===== src/hdl/eei_pkg.sv =====
// Purpose: shared constants for the external edge interrupt unit
// Assumes: 8-bit registers, word-aligned byte offsets on the plain register port
// Notes:   control byte holds channel a in the upper nibble, channel b in the lower
package eei_pkg;

  localparam int unsigned REG_W = 8;

  // register byte offsets
  localparam logic [7:0] OFS_PORT0_DIR   = 8'h00;
  localparam logic [7:0] OFS_IRQ_CTRL    = 8'h04;
  localparam logic [7:0] OFS_AIN_DIS_LO  = 8'h08;
  localparam logic [7:0] OFS_IRQ_STATUS  = 8'h0C;
  localparam logic [7:0] OFS_IRQ_MASK    = 8'h10;
  localparam logic [7:0] OFS_PIN_LEVEL   = 8'h14;

  // reset values
  localparam logic [7:0] RST_PORT0_DIR  = 8'h00;
  localparam logic [7:0] RST_IRQ_CTRL   = 8'h00;
  localparam logic [7:0] RST_AIN_DIS_LO = 8'h00;
  localparam logic [7:0] RST_IRQ_MASK   = 8'h00;

  // per-channel field positions in ext_irq_control (base of each nibble)
  localparam int unsigned CH_A_BASE   = 4;
  localparam int unsigned CH_B_BASE   = 0;
  localparam int unsigned FLD_ENABLE  = 0;
  localparam int unsigned FLD_EDGE_LO = 1;
  localparam int unsigned FLD_FLAG    = 3;

  // port 0 pin shared by channel a
  localparam int unsigned PIN_A_BIT = 5;

  // edge select codes: {upper, lower} select bits
  typedef enum logic [1:0] {
    EEI_EDGE_NONE    = 2'h0,
    EEI_EDGE_RISE    = 2'h1,
    EEI_EDGE_FALL    = 2'h2,
    EEI_EDGE_BOTH    = 2'h3
  } eei_edge_type;

  localparam int unsigned NUM_CH = 2;

endpackage


===== src/hdl/eei_chan_if.sv =====
// Purpose: carries one channel's configuration and its request state
// Assumes: single clock domain
// Notes:   ctrl side is the register logic, chan side the edge detector
`timescale 1ns/1ps
interface eei_chan_if;
  logic                  enable;    // channel interrupt enable
  eei_pkg::eei_edge_type edge_sel;  // active edge select
  logic                  flag_clr;  // one-cycle clear of the request flag
  logic                  flag;      // latched request flag
  logic                  evt;       // one-cycle pulse on an accepted edge

  modport ctrl (output enable, output edge_sel, output flag_clr,
                input flag, input evt);
  modport chan (input enable, input edge_sel, input flag_clr,
                output flag, output evt);
endinterface


===== src/hdl/eei_edge_chan.sv =====
// Purpose: edge detector and request flag for one external interrupt channel
// Assumes: level input synchronous to the clock
// Notes:   while the input is not usable the previous level is held at idle high
`timescale 1ns/1ps
module eei_edge_chan (
  input  wire logic core_clk_in,  // system clock
  input  wire logic rst_b_in,     // sync reset, active low
  input  wire logic level_in,     // pin level
  input  wire logic valid_in,     // pin configured as digital input
  eei_chan_if.chan  ch            // configuration and request state
);

  logic prev_q;
  logic prev_d;
  logic flag_q;
  logic flag_d;
  logic evt_q;
  logic rise;
  logic fall;
  logic hit;

  // RULE_07 low-to-high detect
  assign rise = valid_in & level_in & ~prev_q;
  assign fall = valid_in & ~level_in & prev_q;
  // RULE_01 selected edge
  assign hit  = ch.enable &
                (((ch.edge_sel == eei_pkg::EEI_EDGE_RISE) & rise) |
                 ((ch.edge_sel == eei_pkg::EEI_EDGE_FALL) & fall) |
                 ((ch.edge_sel == eei_pkg::EEI_EDGE_BOTH) & (rise | fall)));
  // idle-high reference avoids a false rising edge when the pin is first enabled
  assign prev_d = valid_in ? level_in : 1'b1;
  // RULE_10 set beats clear
  assign flag_d = hit | (flag_q & ~ch.flag_clr);

  always_ff @(posedge core_clk_in) begin
    if (!rst_b_in) begin
      prev_q <= 1'b1;
      flag_q <= 1'b0;
      evt_q  <= 1'b0;
    end else begin
      prev_q <= prev_d;
      flag_q <= flag_d;
      evt_q  <= hit;
    end
  end

  assign ch.flag = flag_q;
  assign ch.evt  = evt_q;

endmodule // eei_edge_chan


===== src/hdl/eei_irq_stat.sv =====
// Purpose: sticky event status, mask and level interrupt
// Assumes: status is cleared by the read that returns it
// Notes:   an event in the clearing cycle stays set
`timescale 1ns/1ps
module eei_irq_stat #(
  parameter int unsigned N = 2                 // event count
) (
  input  wire logic         core_clk_in,       // system clock
  input  wire logic         rst_b_in,          // sync reset, active low
  input  wire logic [N-1:0] evt_in,            // one-cycle events
  input  wire logic         rd_clr_in,         // status read pulse
  input  wire logic [N-1:0] mask_in,           // enable mask
  output logic      [N-1:0] status_out,        // sticky status
  output logic              irq_out            // registered interrupt level
);

  logic [N-1:0] status_q;
  logic [N-1:0] status_d;
  logic         irq_q;

  if (N < 1) begin : g_chk
    $error("eei_irq_stat: N must be at least 1");
  end

  assign status_d = evt_in | (status_q & ~{N{rd_clr_in}});

  always_ff @(posedge core_clk_in) begin
    if (!rst_b_in) begin
      status_q <= '0;
      irq_q    <= 1'b0;
    end else begin
      status_q <= status_d;
      irq_q    <= |(status_d & mask_in);
    end
  end

  assign status_out = status_q;
  assign irq_out    = irq_q;

endmodule // eei_irq_stat


===== src/hdl/eei_top.sv =====
// Purpose: two-channel external edge interrupt unit with port 0 direction
// Assumes: register port strobes one cycle, read data valid the cycle after
// Notes:   channel a shares port0_pin5 with an analog input
// Functional notes
// RULE_01 - enabled pin edge raises interrupt request
// RULE_02 - second channel identical, own pin
// RULE_03 - 8-bit port direction, 0 input
// RULE_04 - software disables analog input on pin5
// RULE_05 - per channel edge select and enable
// RULE_06 - enable bit 4 low blocks channel a
// RULE_07 - bits 5,6 = 1,0 select rising
// RULE_08 - enable bit 4 high permits channel a
// RULE_09 - software follows safe configuration order
// RULE_10 - flag latched until software writes 0
`timescale 1ns/1ps
module eei_top #(
  parameter int unsigned ADDR_W = 8                 // register address width
) (
  input  wire logic              core_clk_in,       // system clock 200 MHz
  input  wire logic              rst_b_in,          // sync reset, active low
  input  wire logic [ADDR_W-1:0] addr_in,           // register byte address
  input  wire logic [7:0]        wr_data_in,        // write data
  input  wire logic              wr_en_in,          // write strobe
  input  wire logic              rd_en_in,          // read strobe
  output logic      [7:0]        rd_data_out,       // read data, cycle after strobe
  input  wire logic [7:0]        port0_pins_in,     // port 0 pin levels
  input  wire logic              ext_irq_in_b,      // dedicated pin of channel b
  output logic      [7:0]        port0_dir_out,     // port 0 direction, 1 output
  output logic                   irq_a_out,         // channel a request
  output logic                   irq_b_out,         // channel b request
  output logic                   irq_out            // masked status interrupt
);

  if (ADDR_W < 5) begin : g_chk
    $error("eei_top: ADDR_W too small for the register map");
  end

  localparam int unsigned NCH = eei_pkg::NUM_CH;

  logic [7:0]     dir_q;
  logic [7:0]     ctrl_q;
  logic [7:0]     aind_q;
  logic [NCH-1:0] mask_q;
  logic [7:0]     rdata_q;
  logic [7:0]     rdata_d;
  logic           irq_a_q;
  logic           irq_b_q;

  logic [7:0]     addr8;
  logic           sel_dir;
  logic           sel_ctrl;
  logic           sel_aind;
  logic           sel_stat;
  logic           sel_mask;
  logic           sel_lvl;
  logic           wr_dir;
  logic           wr_ctrl;
  logic           wr_aind;
  logic           wr_mask;
  logic           rd_stat;

  logic [NCH-1:0] ch_level;
  logic [NCH-1:0] ch_valid;
  logic [NCH-1:0] ch_flag;
  logic [NCH-1:0] ch_evt;
  logic [NCH-1:0] ch_en;
  logic [NCH-1:0] status;
  logic           irq_lvl;
  logic [7:0]     ctrl_rd;
  logic [7:0]     lvl_rd;

  // address decode
  assign addr8    = 8'(addr_in);
  assign sel_dir  = (addr8 == eei_pkg::OFS_PORT0_DIR);
  assign sel_ctrl = (addr8 == eei_pkg::OFS_IRQ_CTRL);
  assign sel_aind = (addr8 == eei_pkg::OFS_AIN_DIS_LO);
  assign sel_stat = (addr8 == eei_pkg::OFS_IRQ_STATUS);
  assign sel_mask = (addr8 == eei_pkg::OFS_IRQ_MASK);
  assign sel_lvl  = (addr8 == eei_pkg::OFS_PIN_LEVEL);
  assign wr_dir   = wr_en_in & sel_dir;
  assign wr_ctrl  = wr_en_in & sel_ctrl;
  assign wr_aind  = wr_en_in & sel_aind;
  assign wr_mask  = wr_en_in & sel_mask;
  assign rd_stat  = rd_en_in & sel_stat;

  // RULE_04 pin usable only with analog input off
  assign ch_valid[0] = aind_q[eei_pkg::PIN_A_BIT] & ~dir_q[eei_pkg::PIN_A_BIT];
  assign ch_level[0] = port0_pins_in[eei_pkg::PIN_A_BIT];
  // RULE_02 own dedicated pin
  assign ch_valid[1] = 1'b1;
  assign ch_level[1] = ext_irq_in_b;

  // per channel edge logic; index 0 is channel a, 1 is channel b
  for (genvar i = 0; i < NCH; i++) begin : g_ch
    localparam int unsigned B = (i == 0) ? eei_pkg::CH_A_BASE : eei_pkg::CH_B_BASE;
    eei_chan_if ch_if ();
    // RULE_05 per channel fields
    assign ch_if.enable   = ctrl_q[B + eei_pkg::FLD_ENABLE];
    assign ch_if.edge_sel = eei_pkg::eei_edge_type'(ctrl_q[B + eei_pkg::FLD_EDGE_LO +: 2]);
    // RULE_10 write 0 clears flag
    assign ch_if.flag_clr = wr_ctrl & ~wr_data_in[B + eei_pkg::FLD_FLAG];
    assign ch_flag[i]     = ch_if.flag;
    assign ch_evt[i]      = ch_if.evt;
    assign ch_en[i]       = ch_if.enable;
    eei_edge_chan u_chan (
      .core_clk_in (core_clk_in),
      .rst_b_in    (rst_b_in),
      .level_in    (ch_level[i]),
      .valid_in    (ch_valid[i]),
      .ch          (ch_if.chan)
    );
  end

  eei_irq_stat #(
    .N (NCH)
  ) u_stat (
    .core_clk_in (core_clk_in),
    .rst_b_in    (rst_b_in),
    .evt_in      (ch_evt),
    .rd_clr_in   (rd_stat),
    .mask_in     (mask_q),
    .status_out  (status),
    .irq_out     (irq_lvl)
  );

  // flag bits read back live; stored flag bits are never used
  assign ctrl_rd = {ch_flag[0], ctrl_q[6:4], ch_flag[1], ctrl_q[2:0]};
  assign lvl_rd  = {6'h00, ext_irq_in_b, port0_pins_in[eei_pkg::PIN_A_BIT]};

  assign rdata_d = !rd_en_in ? 8'h00 :
                   sel_dir   ? dir_q :
                   sel_ctrl  ? ctrl_rd :
                   sel_aind  ? aind_q :
                   sel_stat  ? {6'h00, status} :
                   sel_mask  ? {6'h00, mask_q} :
                   sel_lvl   ? lvl_rd : 8'h00;

  always_ff @(posedge core_clk_in) begin
    if (!rst_b_in) begin
      dir_q <= eei_pkg::RST_PORT0_DIR;
    end else if (wr_dir) begin
      // RULE_03 direction per pin
      dir_q <= wr_data_in;
    end
  end

  always_ff @(posedge core_clk_in) begin
    if (!rst_b_in) begin
      ctrl_q <= eei_pkg::RST_IRQ_CTRL;
    end else if (wr_ctrl) begin
      ctrl_q <= wr_data_in;
    end
  end

  always_ff @(posedge core_clk_in) begin
    if (!rst_b_in) begin
      aind_q <= eei_pkg::RST_AIN_DIS_LO;
    end else if (wr_aind) begin
      aind_q <= wr_data_in;
    end
  end

  always_ff @(posedge core_clk_in) begin
    if (!rst_b_in) begin
      mask_q <= eei_pkg::RST_IRQ_MASK[NCH-1:0];
    end else if (wr_mask) begin
      mask_q <= wr_data_in[NCH-1:0];
    end
  end

  always_ff @(posedge core_clk_in) begin
    if (!rst_b_in) begin
      rdata_q <= 8'h00;
    end else begin
      rdata_q <= rdata_d;
    end
  end

  // RULE_06 RULE_08 requests gated by enable
  always_ff @(posedge core_clk_in) begin
    if (!rst_b_in) begin
      irq_a_q <= 1'b0;
      irq_b_q <= 1'b0;
    end else begin
      irq_a_q <= ch_flag[0] & ch_en[0];
      irq_b_q <= ch_flag[1] & ch_en[1];
    end
  end

  assign rd_data_out   = rdata_q;
  assign port0_dir_out = dir_q;
  assign irq_a_out     = irq_a_q;
  assign irq_b_out     = irq_b_q;
  assign irq_out       = irq_lvl;

endmodule // eei_top


===== config.mk =====
export PLATFORM = sky130hd
export DESIGN_NAME = eei_top
export DESIGN_NICKNAME = d
export VERILOG_FILES = /design/src/hdl/eei_pkg.sv /design/src/hdl/eei_chan_if.sv /design/src/hdl/eei_edge_chan.sv /design/src/hdl/eei_irq_stat.sv /design/src/hdl/eei_top.sv
export SDC_FILE = /design/constraint.sdc
export NUM_CORES = 1
export LEC_CHECK = 0
export BUFFER_PORTS_ARGS = -buffer_cell sky130_fd_sc_hd__buf_2
export CAP_MARGIN = 40
export CORE_MARGIN = 10
export CORE_UTILIZATION = 30
export CTS_BUF_LIST = sky130_fd_sc_hd__clkbuf_2 sky130_fd_sc_hd__clkbuf_4 sky130_fd_sc_hd__clkbuf_8
export CTS_CLUSTER_DIAMETER = 120
export DETAILED_ROUTE_END_ITERATION = 8
export PLACE_DENSITY = 0.61
export REMOVE_ABC_BUFFERS = 1
export SYNTH_ARGS = -nofsm -noshare
export SYNTH_HDL_FRONTEND = slang
export SYNTH_SLANG_ARGS = --single-unit

===== constraint.sdc =====
create_clock -name core_clk_in -period 3.2 [get_ports core_clk_in]
set_input_delay 0.16 -clock core_clk_in [delete_from_list [all_inputs] [get_ports core_clk_in]]
set_output_delay 0.16 -clock core_clk_in [all_outputs]
set_load 0.01 [all_outputs]

==> Implementation_results.wiki <==
{| class="wikitable"
! Metric !! Value
|-
| GRT Overall Usage || 9.905%
|-
| Clk sinks || 43
|-
| Synthesized cell area || 1763 um^2
|-
| First-pass GRT wire length || 7.700 mm
|-
| Worst path required time || 3.39 ns
|-
| DRC violation count after routing || 0
|-
| Slowest Stage Delay on Critical Path || 0.63 ns
|-
| Nature of the critical path endpoint || register
|-
| Area of the placeable core || 5608 um^2
|-
| Post-synth cell types || 32
|-
| Number of cells produced by synthesis || 200
|-
| Total vias in the final route || 1543
|-
| # nets final || 267
|-
| Minimum setup slack in the final design || 1.566 ns
|-
| Final Hold Viols || 0
|-
| Initial core utilization || 31.44%
|-
| Clock tree from TritonCTS || yes
|-
| Slowest stage cell on the critical path || sky130_fd_sc_hd__nand4b_1
|-
| Routed wire length || 4.707 mm
|-
| CTS Root Buffer Type || sky130_fd_sc_hd__clkbuf_8
|-
| Warnings, synthesis || 0
|-
| Run status || completed
|-
| Pre-CTS setup slack || 1.223 ns
|-
| Largest net degree at the start of global routing || 44
|-
| Die height || 96.66 um
|-
| WL per Instance || 15.23 um
|-
| Clock skew after layout || 0.007275 ns
|-
| Max Fanout on Critical Path || 13
|-
| Total of flip-flops plus latches after synthesis || 43
|-
| Via density per instance || 4.994
|-
| IO Port Bufs || 40
|-
| Category of cells accounting for the largest share of critical-path delay || simple AND/OR/NAND/NOR gates
|-
| Number of inserted diodes || 0
|-
| Detailed Route Iter0 Violations || 93
|-
| Total I/O pin count || 48
|-
| Final critical path time including I/O delays and setup || 1.634 ns
|-
| Maximum buffer depth of the clock tree || 2
|-
| ANT nets after route || 0
|-
| HPWL after DPL || 3.294 mm
|-
| Unrepaired setup endpoints after global routing || no
|-
| CTS H-Tree Depth || 2
|-
| Kind of path behind the tightest hold check || in -> reg
|-
| Fraction of layout instances using a drive strength above 1 || 24.05%
|-
| Mean area per synthesized cell || 8.815 um^2
|-
| FP Rows || 27
|-
| Rel. slew slack || 54.54%
|-
| Power per standard cell area || 481.1 nW/um^2
|-
| Post-CTS Hold Buffers || 0
|-
| Global-route congestion overflow total || 0
|-
| GP Congestion || 0.7796
|-
| VDD IR max || 0.1518 mV
|-
| DIE AREA || 9343 um^2
|-
| Number of buffers added by the clock tree synthesis step || 5
|-
| Number of antenna violations at the first check in global routing || 0
|-
| Count of endpoints failing setup in the final report || 0
|-
| P&R area growth vs syn || 20.58%
|-
| Number of iterations in the first detailed-routing pass || 4
|-
| Portion of the clock cycle consumed by the worst path in the final layout || 51.06%
|-
| CP Launch Type || input port
|-
| Number of pins exceeding their max-slew limit in the final report || 0
|-
| Total leakage power || 0.9419 nW
|-
| Worst EP arrival || 1.82 ns
|-
| Share of the yosys chip area belonging to registers || 48.83%
|-
| Aggregate negative setup slack || 0 ns
|-
| Resize count post-CTS || 0
|-
| Number of global-route vias before repair || 1474
|-
| Clock edge transition at the registers on the reported setup and hold paths || 0.09 ns
|-
| Critical Setup Path Class || in -> reg
|-
| Clk Latency, worst-skew pair || 0.30 ns
|-
| Post-CTS Setup Repair Bufs || 0
|-
| Maximum Capacitance Violations || 0
|-
| Bufs and invs on worst path || 1
|-
| Critical Path, Cell by Cell || buf_2 > nor4_4 > nand4b_1 > o211ai_1 > o21ai_0
|-
| Fmax || 612.0 MHz
|-
| Die X || 96.66 um
|-
| Slew at the pin with the worst max-slew slack || 0.6784 ns
|}
[registers in the layout, indices dropped and copies added (netlist names), 2 cells and up]
register and cells:
mask_q 2, g_ch.u_chan.prev_q 2, g_ch.u_chan.ch.evt 2, u_stat.status_out 2, aind_q 8, rd_data_out 8
ctrl_q 6, g_ch.u_chan.ch.flag 2, port0_dir_out 8
[layout by cell type (no fill, tap or decap), drive strengths merged]
cell / n
a21oi: 7
a221oi: 2
a22o: 2
a2bb2oi: 5
a31o: 6
a31oi: 1
and3: 2
and3b: 2
and4: 1
buf: 41
bufinv: 1
clkbuf: 5
clkinv: 2
dfxtp: 43
ha: 2
inv: 6
mux2: 1
mux2i: 2
nand2: 19
nand2b: 1
nand3: 19
nand3b: 3
nand4b: 3
nor2: 17
nor2b: 6
nor3: 3
nor4: 3
o211a: 4
o211ai: 2
o21ai: 23
o22ai: 1
o311a: 1
or3: 1
[kinds of logic (layout without fill, tap and decap cells)]
family	Yosys count	count (layout)	share of synthesized area (%)
mux	3	3	1.774
simple gates	80	80	23.63
fa+ha+maj	2	2	1.419
flops	43	43	48.83
buf+inv	18	55	3.975
compound gates	54	54	20.37
[power by group]
group | internal [mW] | switching, mW
registers | 0.536 | 0.000626
clock network | 0.232 | 0.193
logic | 0.0229 | 0.0383
total | 0.791 | 0.232
[final timing paths]
path	start	to	slack [ns]	depth (start not counted)
max reg2reg	u_stat.status_out[1]	rd_data_out[1]	1.93	4
min reg2reg	aind_q[6]	aind_q[6]	0.48	2
max	addr_in[1]	g_ch[1].u_chan.ch.flag	1.57	5
min	wr_data_in[0]	mask_q[0]	0.1	3
[synth_stat cells (all sizes together)]
| cell type | instances | area (um^2) |
|---|---|---|
| dfxtp | 43 | 860.8 |
| o21ai | 23 | 115.1 |
| nand2 | 19 | 71.32 |
| nand3 | 19 | 95.09 |
| nor2 | 17 | 63.81 |
| clkbuf | 10 | 37.54 |
| a21oi | 7 | 35.03 |
| a31o | 6 | 52.55 |
| inv | 6 | 22.52 |
| nor2b | 6 | 37.54 |
| a2bb2oi | 5 | 43.79 |
| o211a | 4 | 40.04 |
| nand3b | 3 | 22.52 |
| nand4b | 3 | 26.28 |
| nor3 | 3 | 15.01 |
| nor4 | 3 | 33.78 |
| a221oi | 2 | 17.52 |
| a22o | 2 | 17.52 |
| and3 | 2 | 12.51 |
| and3b | 2 | 17.52 |
| buf | 2 | 10.01 |
| ha | 2 | 25.02 |
| mux2i | 2 | 20.02 |
| o211ai | 2 | 15.01 |
| a31oi | 1 | 6.260 |
| and4 | 1 | 8.760 |
| mux2 | 1 | 11.26 |
| nand2b | 1 | 6.260 |
| o22ai | 1 | 6.260 |
| o311a | 1 | 10.01 |
| or3 | 1 | 6.260 |
[per-stage QoR]
step / power [mW] / util [%] / hold slack (ns) / instance area, um^2 / std cells
2_1_floorplan: 0.5722 / - / 0.2287 / 1715 / 188
3_3_place_gp: 0.6094 / 35.90 / 0.3982 / 2013 / 301
3_5_place_dp: 0.6100 / 35.90 / 0.3990 / 2013 / 301
4_1_cts: 1.033 / 37.91 / 0.09019 / 2126 / 309
5_1_grt: 1.065 / 37.91 / 0.09613 / 2126 / 309
6_report: 1.023 / 37.91 / 0.09705 / 2126 / 309
[tightest hold or removal path: cells and delay by family]
kind	cells	cell delay [ns]
buffers and inverters	1	0.09
AO/OA/AOI/OAI	1	0.06
AND/OR/NAND/NOR	1	0.05
[final cells by class]
cell class                      instances  area [um^2]
Tap cell                               72        90.09
Clock inverter                          3        43.79
Sequential cell                        43        860.8
Timing Repair Buffer                   41        207.7
Clock buffer                            5        68.82
Fill cell                             607         3482
Inverter                                6        22.52
Multi-Input combinational cell        139        832.0
[per-layer routing]
| metal | vias up | routed length (um) | track usage, % |
|---|---|---|---|
| li1 | 791 | - | - |
| met1 | 713 | 2354 | 12.70 |
| met2 | 32 | 2082 | 15.24 |
| met3 | 7 | 212 | 2.768 |
| met4 | 0 | 58 | 3.833 |
| met5 | - | 0 | 0 |
(Power assumes the default switching activity.)
